`src/chg_defines.svh`:
```
// Purpose: offsets, field masks, reset values and bus constants of the charger register bank
// Assumes: one 20 MHz clock, byte-wide registers reached over the two-wire serial bus
// Notes: every number used by the design lives here as a macro, except the id byte, a parameter of chg_regbank
//
// Overview of operation
// - The bank answers only to 7-bit serial bus address 0100101, which the host must use.
// - Reading the event-flag register at offset 0x01 returns its contents and then clears it.
// - Event bit 5 is set whenever the 3-bit temperature zone code changes.
// - Event bit 4 is set whenever the charger-on flag changes in either direction.
// - Event bit 3 is set whenever the fast-charge-timer-expired flag changes.
// - Event bit 2 is set on both rising and falling changes of the overvoltage flag.
// - Event bit 1 is set whenever the power-good flag changes.
// - Event bit 0 is set whenever the end-of-charge flag changes.
// - Clear-on-read registers clear when read, read/write keep writes, read-only ignore them.
// - Each event mask bit passes (1) or blocks (0) the event flag at the same position.
// - Mode 000 off, 001 prequal, 010/011 slow CC/CV, 100/101 fast CC/CV, 110 top-off, 111 done.
`ifndef CHG_DEFINES_SVH
`define CHG_DEFINES_SVH

// bus address of this register map
`define CHG_BUS_ADDR 7'h25

// register offsets
`define CHG_OFF_ID 8'h00
`define CHG_OFF_EVT 8'h01
`define CHG_OFF_STA 8'h02
`define CHG_OFF_STB 8'h03
`define CHG_OFF_MASK 8'h04
`define CHG_OFF_TMR 8'h05
`define CHG_OFF_CTL 8'h06
`define CHG_OFF_CV 8'h07
`define CHG_OFF_CC 8'h08
`define CHG_OFF_TRM 8'h09
`define CHG_OFF_TEMP 8'h0a
`define CHG_OFF_CHARGER_FUNCTION_CFG 8'h0b

// power-on values
`define CHG_RST_EVT 8'h00
`define CHG_RST_MASK 8'h00
`define CHG_RST_TMR 8'h07
`define CHG_RST_CTL 8'h05
`define CHG_RST_CV 8'h29
`define CHG_RST_CC 8'h04
`define CHG_RST_TRM 8'h81
`define CHG_RST_TEMP 8'h8f
`define CHG_RST_CHARGER_FUNCTION_CFG 8'h68

// implemented bits of each writable register; reserved bits read zero
`define CHG_WM_MASK 8'h3f
`define CHG_WM_TMR 8'h3f
`define CHG_WM_CTL 8'h37
`define CHG_WM_CV 8'h3f
`define CHG_WM_CC 8'h0f
`define CHG_WM_TRM 8'h9f
`define CHG_WM_TEMP 8'h8f
`define CHG_WM_CHARGER_FUNCTION_CFG 8'hef

// event flag positions
`define CHG_EVT_TEMP 5
`define CHG_EVT_ON 4
`define CHG_EVT_TIMER 3
`define CHG_EVT_OVP 2
`define CHG_EVT_PGOOD 1
`define CHG_EVT_END 0
`define CHG_EVT_LEVELS 5

// value read back from an unmapped offset
`define CHG_UNMAPPED 8'h00

`endif

```
`src/chg_pkg.sv`:
```
// Purpose: types shared by the charger register bank files
// Assumes: constants come from chg_defines.svh
// Notes: structs carry the status inputs and the configuration outputs
package chg_pkg;

    // charger state code, fixed encoding
    typedef enum logic [2:0] {
        CHG_MODE_OFF = 3'h0,
        CHG_MODE_PREQUAL = 3'h1,
        CHG_MODE_SLOW_CC = 3'h2,
        CHG_MODE_SLOW_CV = 3'h3,
        CHG_MODE_FAST_CC = 3'h4,
        CHG_MODE_FAST_CV = 3'h5,
        CHG_MODE_TOP_OFF = 3'h6,
        CHG_MODE_DONE = 3'h7
    } chg_mode_e;

    // live charger conditions from the analog side
    typedef struct packed {
        logic thermistor_error;
        logic charger_on_flag;
        logic fast_timer_expired;
        logic overvoltage_flag;
        logic power_good_flag;
        logic charge_end_flag;
        chg_mode_e charger_state_code;
        logic [2:0] temp_zone_code;
    } chg_status_s;

    // configuration bytes as software left them
    typedef struct packed {
        logic [7:0] timer;
        logic [7:0] control;
        logic [7:0] voltage;
        logic [7:0] current;
        logic [7:0] termination;
        logic [7:0] temp_profile;
        logic [7:0] function_sel;
    } chg_config_s;

    // serial bus slave states
    typedef enum logic [2:0] {
        CHG_ST_IDLE = 3'h0,
        CHG_ST_ADDR = 3'h1,
        CHG_ST_ADDR_ACK = 3'h2,
        CHG_ST_WR = 3'h3,
        CHG_ST_WR_ACK = 3'h4,
        CHG_ST_RD = 3'h5,
        CHG_ST_RD_ACK = 3'h6
    } chg_bus_state_e;

endpackage : chg_pkg

```
`src/chg_event_flags.sv`:
```
// Purpose: change detection and sticky event flags of the charger
// Assumes: status levels are synchronous to clk_sys
// Notes: a set arriving with the read clear survives the clear
`timescale 1ns/1ps
`default_nettype none
`include "chg_defines.svh"

module chg_event_flags (
    // clock and reset
    input wire logic clk_sys,
    input wire logic resetn,
    // live conditions
    input wire logic [`CHG_EVT_LEVELS-1:0] levels,
    input wire logic [2:0] temp_zone_code,
    // clear from a read of the flag register
    input wire logic read_clear,
    // sticky flags
    output logic [5:0] flags
);
    logic [`CHG_EVT_LEVELS-1:0] prev_levels;
    logic [2:0] prev_zone;
    logic primed;
    logic [5:0] change;

    // first cycle after reset only captures, so power-up values raise no event
    always_ff @(posedge clk_sys or negedge resetn) begin
        if (!resetn) begin
            prev_levels <= '0;
            prev_zone <= 3'h0;
            primed <= 1'b0;
        end else begin
            prev_levels <= levels;
            prev_zone <= temp_zone_code;
            primed <= 1'b1;
        end
    end

    // any change of the zone code, not only single steps
    assign change[`CHG_EVT_TEMP] = primed && (temp_zone_code != prev_zone);

    // one toggle detector per status level; both directions count
    genvar i;
    generate
        for (i = 0; i < `CHG_EVT_LEVELS; i++) begin : g_edge
            assign change[i] = primed &&
                (levels[i] ^ prev_levels[i]);
        end
    endgenerate

    // set wins over the read clear
    always_ff @(posedge clk_sys or negedge resetn) begin
        if (!resetn) begin
            flags <= 6'(`CHG_RST_EVT);
        end else begin
            flags <= (flags & ~{6{read_clear}}) | change;
        end
    end

endmodule : chg_event_flags
`default_nettype wire

```
`src/chg_regbank.sv`:
```
// Purpose: charger register bank with its own serial bus slave
// Assumes: scl and sda inputs already synchronous to clk_sys (20 MHz)
// Notes: first written byte sets the register pointer, which then auto-increments
`timescale 1ns/1ps
`default_nettype none
`include "chg_defines.svh"

module chg_regbank #(
    // identification byte; value is arbitrary
    parameter logic [7:0] CHARGER_ID_REG_VALUE = 8'h5a
) (
    // clock and reset
    input wire logic clk_sys,
    input wire logic resetn,
    // serial bus pins
    input wire logic scl_in,
    input wire logic sda_in,
    output logic sda_out,
    output logic sda_oe,
    // charger side
    input wire chg_pkg::chg_status_s status,
    output chg_pkg::chg_config_s config_out,
    // interrupt, active low
    output logic irq_n
);
    import chg_pkg::*;

    chg_bus_state_e state;
    logic scl_q;
    logic sda_q;
    logic scl_p;
    logic sda_p;
    logic scl_rise;
    logic scl_fall;
    logic bus_start;
    logic bus_stop;
    logic [7:0] shift_in;
    logic [7:0] tx;
    logic [2:0] bit_cnt;
    logic byte_done;
    logic is_read;
    logic ptr_pending;
    logic host_nack;
    logic [7:0] ptr;
    logic [7:0] rd_mux;
    logic load_rd;
    logic do_write;
    logic [5:0] flags;
    logic [7:0] status_a;
    logic [7:0] status_b;
    logic [7:0] event_mask_reg;
    logic [7:0] charger_timer_cfg;
    logic [7:0] charger_control_cfg;
    logic [7:0] charge_voltage_cfg;
    logic [7:0] charge_current_cfg;
    logic [7:0] charge_termination_cfg;
    logic [7:0] temperature_profile_cfg;
    logic [7:0] charger_function_cfg;

    // one register stage on the pins plus a previous copy for edges
    always_ff @(posedge clk_sys or negedge resetn) begin
        if (!resetn) begin
            scl_q <= 1'b1;
            sda_q <= 1'b1;
            scl_p <= 1'b1;
            sda_p <= 1'b1;
        end else begin
            scl_q <= scl_in;
            sda_q <= sda_in;
            scl_p <= scl_q;
            sda_p <= sda_q;
        end
    end

    assign scl_rise = scl_q && !scl_p;
    assign scl_fall = !scl_q && scl_p;
    assign bus_start = scl_q && scl_p && sda_p && !sda_q;
    assign bus_stop = scl_q && scl_p && !sda_p && sda_q;

    // next byte to send is fetched at the ack falling edge
    assign load_rd = scl_fall && !bus_start && !bus_stop
        && ((state == CHG_ST_ADDR_ACK && is_read) || (state == CHG_ST_RD_ACK && !host_nack));
    // write of a data byte once its eighth bit is in
    assign do_write = scl_fall && state == CHG_ST_WR && byte_done && !ptr_pending;

    // read data selection; reserved bits are already zero in storage
    always_comb begin
        unique case (ptr)
            `CHG_OFF_ID: rd_mux = CHARGER_ID_REG_VALUE;
            `CHG_OFF_EVT: rd_mux = {2'b00, flags};
            `CHG_OFF_STA: rd_mux = status_a;
            `CHG_OFF_STB: rd_mux = status_b;
            `CHG_OFF_MASK: rd_mux = event_mask_reg;
            `CHG_OFF_TMR: rd_mux = charger_timer_cfg;
            `CHG_OFF_CTL: rd_mux = charger_control_cfg;
            `CHG_OFF_CV: rd_mux = charge_voltage_cfg;
            `CHG_OFF_CC: rd_mux = charge_current_cfg;
            `CHG_OFF_TRM: rd_mux = charge_termination_cfg;
            `CHG_OFF_TEMP: rd_mux = temperature_profile_cfg;
            `CHG_OFF_CHARGER_FUNCTION_CFG: rd_mux = charger_function_cfg;
            default: rd_mux = `CHG_UNMAPPED;
        endcase
    end

    // bus slave: bits sampled on scl rise, sda changed on scl fall
    always_ff @(posedge clk_sys or negedge resetn) begin
        if (!resetn) begin
            state <= CHG_ST_IDLE;
            shift_in <= 8'h00;
            tx <= 8'h00;
            bit_cnt <= 3'h0;
            byte_done <= 1'b0;
            is_read <= 1'b0;
            ptr_pending <= 1'b0;
            host_nack <= 1'b0;
            sda_oe <= 1'b0;
        end else if (bus_start) begin
            state <= CHG_ST_ADDR;
            bit_cnt <= 3'h0;
            byte_done <= 1'b0;
            sda_oe <= 1'b0;
        end else if (bus_stop) begin
            state <= CHG_ST_IDLE;
            sda_oe <= 1'b0;
        end else begin
            unique case (state)
                CHG_ST_IDLE: begin
                    sda_oe <= 1'b0;
                end
                CHG_ST_ADDR, CHG_ST_WR: begin
                    if (scl_rise) begin
                        shift_in <= {shift_in[6:0], sda_q};
                        bit_cnt <= bit_cnt + 3'h1;
                        byte_done <= (bit_cnt == 3'h7);
                    end else if (scl_fall && byte_done) begin
                        byte_done <= 1'b0;
                        if (state == CHG_ST_WR) begin
                            sda_oe <= 1'b1; // ack every data byte
                            state <= CHG_ST_WR_ACK;
                            ptr_pending <= 1'b0;
                        end else if (shift_in[7:1] == `CHG_BUS_ADDR) begin
                            sda_oe <= 1'b1;
                            is_read <= shift_in[0];
                            ptr_pending <= !shift_in[0];
                            state <= CHG_ST_ADDR_ACK;
                        end else begin
                            state <= CHG_ST_IDLE; // other address: stay off the bus
                        end
                    end
                end
                CHG_ST_WR_ACK: begin
                    if (scl_fall) begin
                        sda_oe <= 1'b0;
                        bit_cnt <= 3'h0;
                        state <= CHG_ST_WR;
                    end
                end
                CHG_ST_ADDR_ACK, CHG_ST_RD_ACK: begin
                    if (scl_rise && state == CHG_ST_RD_ACK) begin
                        host_nack <= sda_q;
                    end
                    if (load_rd) begin
                        tx <= rd_mux;
                        sda_oe <= !rd_mux[7];
                        bit_cnt <= 3'h0;
                        state <= CHG_ST_RD;
                    end else if (scl_fall) begin
                        sda_oe <= 1'b0;
                        bit_cnt <= 3'h0;
                        state <= is_read ? CHG_ST_IDLE : CHG_ST_WR;
                    end
                end
                CHG_ST_RD: begin
                    if (scl_fall) begin
                        if (bit_cnt == 3'h7) begin
                            sda_oe <= 1'b0; // release for the host ack
                            host_nack <= 1'b0;
                            state <= CHG_ST_RD_ACK;
                        end else begin
                            tx <= {tx[6:0], 1'b0};
                            sda_oe <= !tx[6];
                            bit_cnt <= bit_cnt + 3'h1;
                        end
                    end
                end
                default: begin
                    state <= CHG_ST_IDLE;
                    sda_oe <= 1'b0;
                end
            endcase
        end
    end

    // open-drain data line only ever pulls low
    always_ff @(posedge clk_sys or negedge resetn) begin
        if (!resetn) begin
            sda_out <= 1'b0;
        end else begin
            sda_out <= 1'b0;
        end
    end

    // register pointer: set by the first written byte, stepped after each access
    always_ff @(posedge clk_sys or negedge resetn) begin
        if (!resetn) begin
            ptr <= 8'h00;
        end else if (scl_fall && state == CHG_ST_WR && byte_done && ptr_pending) begin
            ptr <= shift_in;
        end else if (do_write || load_rd) begin
            ptr <= ptr + 8'h01;
        end
    end

    // writable registers; id, flags and status ignore writes
    always_ff @(posedge clk_sys or negedge resetn) begin
        if (!resetn) begin
            event_mask_reg <= `CHG_RST_MASK;
            charger_timer_cfg <= `CHG_RST_TMR;
            charger_control_cfg <= `CHG_RST_CTL;
            charge_voltage_cfg <= `CHG_RST_CV;
            charge_current_cfg <= `CHG_RST_CC;
            charge_termination_cfg <= `CHG_RST_TRM;
            temperature_profile_cfg <= `CHG_RST_TEMP;
            charger_function_cfg <= `CHG_RST_CHARGER_FUNCTION_CFG;
        end else if (do_write) begin
            case (ptr)
                `CHG_OFF_MASK: event_mask_reg <= shift_in & `CHG_WM_MASK;
                `CHG_OFF_TMR: charger_timer_cfg <= shift_in & `CHG_WM_TMR;
                `CHG_OFF_CTL: charger_control_cfg <= shift_in & `CHG_WM_CTL;
                `CHG_OFF_CV: charge_voltage_cfg <= shift_in & `CHG_WM_CV;
                `CHG_OFF_CC: charge_current_cfg <= shift_in & `CHG_WM_CC;
                `CHG_OFF_TRM: charge_termination_cfg <= shift_in & `CHG_WM_TRM;
                `CHG_OFF_TEMP: temperature_profile_cfg <= shift_in & `CHG_WM_TEMP;
                `CHG_OFF_CHARGER_FUNCTION_CFG: charger_function_cfg <= shift_in & `CHG_WM_CHARGER_FUNCTION_CFG;
                default: begin
                end
            endcase
        end
    end

    // configuration outputs come from their own flops, one cycle behind storage
    always_ff @(posedge clk_sys or negedge resetn) begin
        if (!resetn) begin
            config_out <= {`CHG_RST_TMR, `CHG_RST_CTL, `CHG_RST_CV, `CHG_RST_CC,
                           `CHG_RST_TRM, `CHG_RST_TEMP, `CHG_RST_CHARGER_FUNCTION_CFG};
        end else begin
            config_out <= {charger_timer_cfg, charger_control_cfg, charge_voltage_cfg,
                           charge_current_cfg, charge_termination_cfg,
                           temperature_profile_cfg, charger_function_cfg};
        end
    end

    // status registers follow the live conditions every cycle
    always_ff @(posedge clk_sys or negedge resetn) begin
        if (!resetn) begin
            status_a <= 8'h00;
            status_b <= 8'h00;
        end else begin
            status_a <= {2'b00, status.thermistor_error, status.charger_on_flag,
                         status.fast_timer_expired, status.overvoltage_flag,
                         status.power_good_flag, status.charge_end_flag};
            status_b <= {1'b0, status.charger_state_code, 1'b0, status.temp_zone_code};
        end
    end

    // flags; clear fires in the cycle the byte is copied to the shifter
    chg_event_flags u_flags (
        .clk_sys(clk_sys),
        .resetn(resetn),
        .levels({status.charger_on_flag, status.fast_timer_expired, status.overvoltage_flag,
                 status.power_good_flag, status.charge_end_flag}),
        .temp_zone_code(status.temp_zone_code),
        .read_clear(load_rd && ptr == `CHG_OFF_EVT),
        .flags(flags)
    );

    // interrupt gated per bit by the mask; a flag set in the same cycle as the clear keeps it low
    always_ff @(posedge clk_sys or negedge resetn) begin
        if (!resetn) begin
            irq_n <= 1'b1;
        end else begin
            irq_n <= !(|(flags & event_mask_reg[5:0]));
        end
    end

endmodule : chg_regbank
`default_nettype wire

```
`config.mk`:
```
export PLATFORM = sky130hd
export DESIGN_NAME = chg_regbank
export DESIGN_NICKNAME = d
export VERILOG_FILES = /design/src/chg_pkg.sv /design/src/chg_event_flags.sv /design/src/chg_regbank.sv
export VERILOG_INCLUDE_DIRS = /design/src
export SDC_FILE = /design/constraint.sdc
export NUM_CORES = 1
export LEC_CHECK = 0
export BUFFER_PORTS_ARGS = -buffer_cell sky130_fd_sc_hd__buf_2
export CELL_PAD_IN_SITES_DETAIL_PLACEMENT = 1
export CELL_PAD_IN_SITES_GLOBAL_PLACEMENT = 2
export CORE_MARGIN = 3
export CORE_UTILIZATION = 44
export CTS_BUF_LIST = sky130_fd_sc_hd__clkbuf_2
export DETAILED_ROUTE_END_ITERATION = 7
export PLACE_DENSITY_LB_ADDON = 0.1
export REMOVE_ABC_BUFFERS = 1
export SYNTH_ARGS = -nofsm -noshare
export SYNTH_HDL_FRONTEND = slang
export SYNTH_SLANG_ARGS = --single-unit
```
`constraint.sdc`:
```
create_clock -name clk_sys -period 6.05 [get_ports clk_sys]
set_input_delay 0.605 -clock clk_sys [delete_from_list [all_inputs] [get_ports clk_sys]]
set_output_delay 0.605 -clock clk_sys [all_outputs]
set_load 0.005 [all_outputs]
```
==> results.sh <==
export IMPL_first_pass_iters=5
export IMPL_cp_end_kind="flip-flop"
export IMPL_yosysUniqueCellTypes=59
export IMPL_root_buffer="clkbuf_2"
export IMPL_routabilityCongestion=0.832
export IMPL_row_count=42
export IMPL_async_flop_share=1.00
export IMPL_cts_tree="yes"
export IMPL_comb_power_share=0.178
export IMPL_synth_area_um2=6120
export IMPL_grt_max_degree=83
export IMPL_dieHeight_um=124
export IMPL_cp_startpoint="scl_p$_DFF_PN1_"
export IMPL_synth_flop_cell="dfrtp_1"
export IMPL_drc_errors=0
export IMPL_htree_levels=4
export IMPL_synth_edff_count=0
export IMPL_fin_skew_ps=36.0
export IMPL_period_minus_slack_ps=2960
export IMPL_largest_reg_flops=39
export IMPL_place_hpwl_mm=10.4
export IMPL_fmax_mhz=338
export IMPL_min_from="charger_control_cfg[0]$_DFFE_PN1P_"
export IMPL_critPathArrivalTime_ps=3550
export IMPL_detail_route_wl_per_cell_um=20.1
export IMPL_yosysSeqAreaShare=0.589
export IMPL_worst_pin_slew_ps=1190
export IMPL_clockPowerShare=0.284
export IMPL_setup_tns_ps=0
export IMPL_dpl_cell_count=710
export IMPL_syn_to_final_growth_pct=12.5
export IMPL_p_leak_nw=3.08
export IMPL_hold_path_class="reg2reg"
export IMPL_yosys_register_bits=142
export IMPL_cts_clk_slew_worst_paths_ps=220
export IMPL_ir_worst_vdd_v=0.000196
export IMPL_p_sw_uw=696
export IMPL_vias_per_cell=5.55
export IMPL_critPathLaunchType="flip-flop"
export IMPL_clock_sinks=142
export IMPL_initial_utilization=0.457
export IMPL_vias=4196
export IMPL_outcome="finished, final reports clean"
export IMPL_grt_first_pass_wirelength_mm=24.7
export IMPL_r2r_start="scl_p$_DFF_PN1_"
export IMPL_drive_gt1_frac=0.326
export IMPL_finalSetupViolCount=0
export IMPL_final_max_slew_viol_count=0
export IMPL_relSlewSlack=0.188
export IMPL_swShare=0.328
export IMPL_cp_required_ps=6640
export IMPL_grt_ovfl_total=0
export IMPL_design_portCount=75
export IMPL_antennaDiodeCount=0
export IMPL_ant_nets=0
export IMPL_drt_total_wl_mm=15.2
export IMPL_whs_ps=360
export IMPL_crit_path_max_fanout=10
export IMPL_clk_path_buf_depth=2
export IMPL_netlist_instances=504
export IMPL_power_density_nw_per_um2=308
export IMPL_hold_viol=0
export IMPL_synth_area_leaders="dfrtp_1, dfstp_2, mux2_2"
export IMPL_yosysWarnings=0
export IMPL_port_buffers=56
export IMPL_largest_register="config_out"
export IMPL_die_w_um=124
export IMPL_grt_pass1_vias=4406
export IMPL_syn_avg_cell_area_um2=12.1
export IMPL_gr_usage_all_layers=0.215
export IMPL_coreArea_um2=13400
export IMPL_seqPwrFrac=0.539
export IMPL_numCtsBuffers=17
export IMPL_fin_cells=756
export IMPL_reg_largest_list="config_out x39, ptr x8, shift_in x8"
export IMPL_grt_setup_unrepaired="no"
export IMPL_final_cell_mix="dfrtp_1, mux2_2, buf_2"
export IMPL_final_nets=590
export IMPL_yosysTopAreaCellShare=0.405
export IMPL_cellInternalPower_mw=1.43
export IMPL_antenna_found_initial=0
export IMPL_drtIter0Drc=309
export IMPL_clk_latency_ps=710
export IMPL_post_route_period_util=0.489
export IMPL_layout_cells_most_common="dfrtp_1"
export IMPL_path_class="reg2reg"
export IMPL_cap_violations=0
export IMPL_synth_top_cell_by_area="dfrtp_1"
export IMPL_die_area_um2=15400
## critical path, stage by stage (launching register included)
cell     delay (ps)
dfstp_2         640
nor2b_1         580
nand3_1         520
nor4_4          440
nand2_1         320
mux2_2          350
## cells in the mapped netlist (13+ instances only)
master	number
o21ai_0	15
nand3_1	18
a22oi_1	17
inv_1	14
clkbuf_1	26
dfrtp_1	99
a21oi_1	19
buf_4	19
dfstp_2	43
nor2_1	13
mux2_2	55
nand2_1	40
## layout make-up
type | count | area, um2
Fill cell | 1434 | 6510
Inverter | 14 | 52.6
Tap cell | 176 | 220
Clock buffer | 18 | 90.1
Clock inverter | 13 | 173
Multi-Input combinational cell | 317 | 2270
Timing Repair Buffer | 76 | 474
Sequential cell | 142 | 3610
## stage by stage
stage                     total power [mW]  worst slack, ps   util  cell area [um2]
after floorplan                       1.35             3700      -             5930
after global placement                1.52             3180  0.483             6480
after detailed placement              1.53             3080  0.483             6480
after CTS                             2.15             3050  0.514             6890
after global routing                  2.25             2780  0.514             6890
final                                 2.12             3090  0.514             6890
## routing by layer
layer,share of wire,vias to the layer above,routed length (um),GRT usage
li1,-,1905,-,-
met1,0.44,2151,6660,0.285
met2,0.50,120,7630,0.351
met3,0.044,20,674,0.0459
met4,0.016,0,239,0.0726
met5,0,-,0,0
## power groups by stage
stage          sequential (mW)  combinational [mW]  clock (mW)
6_report                  1.14               0.377       0.602
5_1_grt                   1.16               0.423       0.668
4_1_cts                   1.15               0.379       0.621
3_5_place_dp              1.16               0.370           0
3_3_place_gp              1.16               0.363           0
2_1_floorplan             1.10               0.244           0
## what timing repair did
item,CTS,global route
resized for setup,0,0
hold endpoints to repair,70,0
hold buffers,15,0
setup buffers,0,0
## path summary, 6_finish.rpt
path                                                               to  slack, ps  cells past startpoint
worst max register to register  charge_termination_cfg[4]$_DFFE_PN0P_       3090                      5
worst min register to register               config_out[40]$_DFF_PN1_        360                      0
min in group asynchronous                    config_out[41]$_DFF_PN0_        470                      2
worst min-delay path                         config_out[40]$_DFF_PN1_        360                      0
max in group asynchronous           charge_voltage_cfg[1]$_DFFE_PN0P_       4280                      3
worst max-delay path            charge_termination_cfg[4]$_DFFE_PN0P_       3090                      5
## cells by family (layout without fill, tap and decap cells)
kind of cell               after synthesis  after routing  share of synthesized area
AOI/OAI and AO/OA                      105            105                      0.122
other                                    2             19                    0.00123
adders and majority gates                7              7                     0.0139
muxes                                   60             60                      0.109
xor gates and xnor gates                13             13                     0.0186
DFF                                    142            142                      0.589
buffers and inverters                   62            121                     0.0499
and+or+nand+nor                        113            113                     0.0962
(Power assumes the default switching activity.)
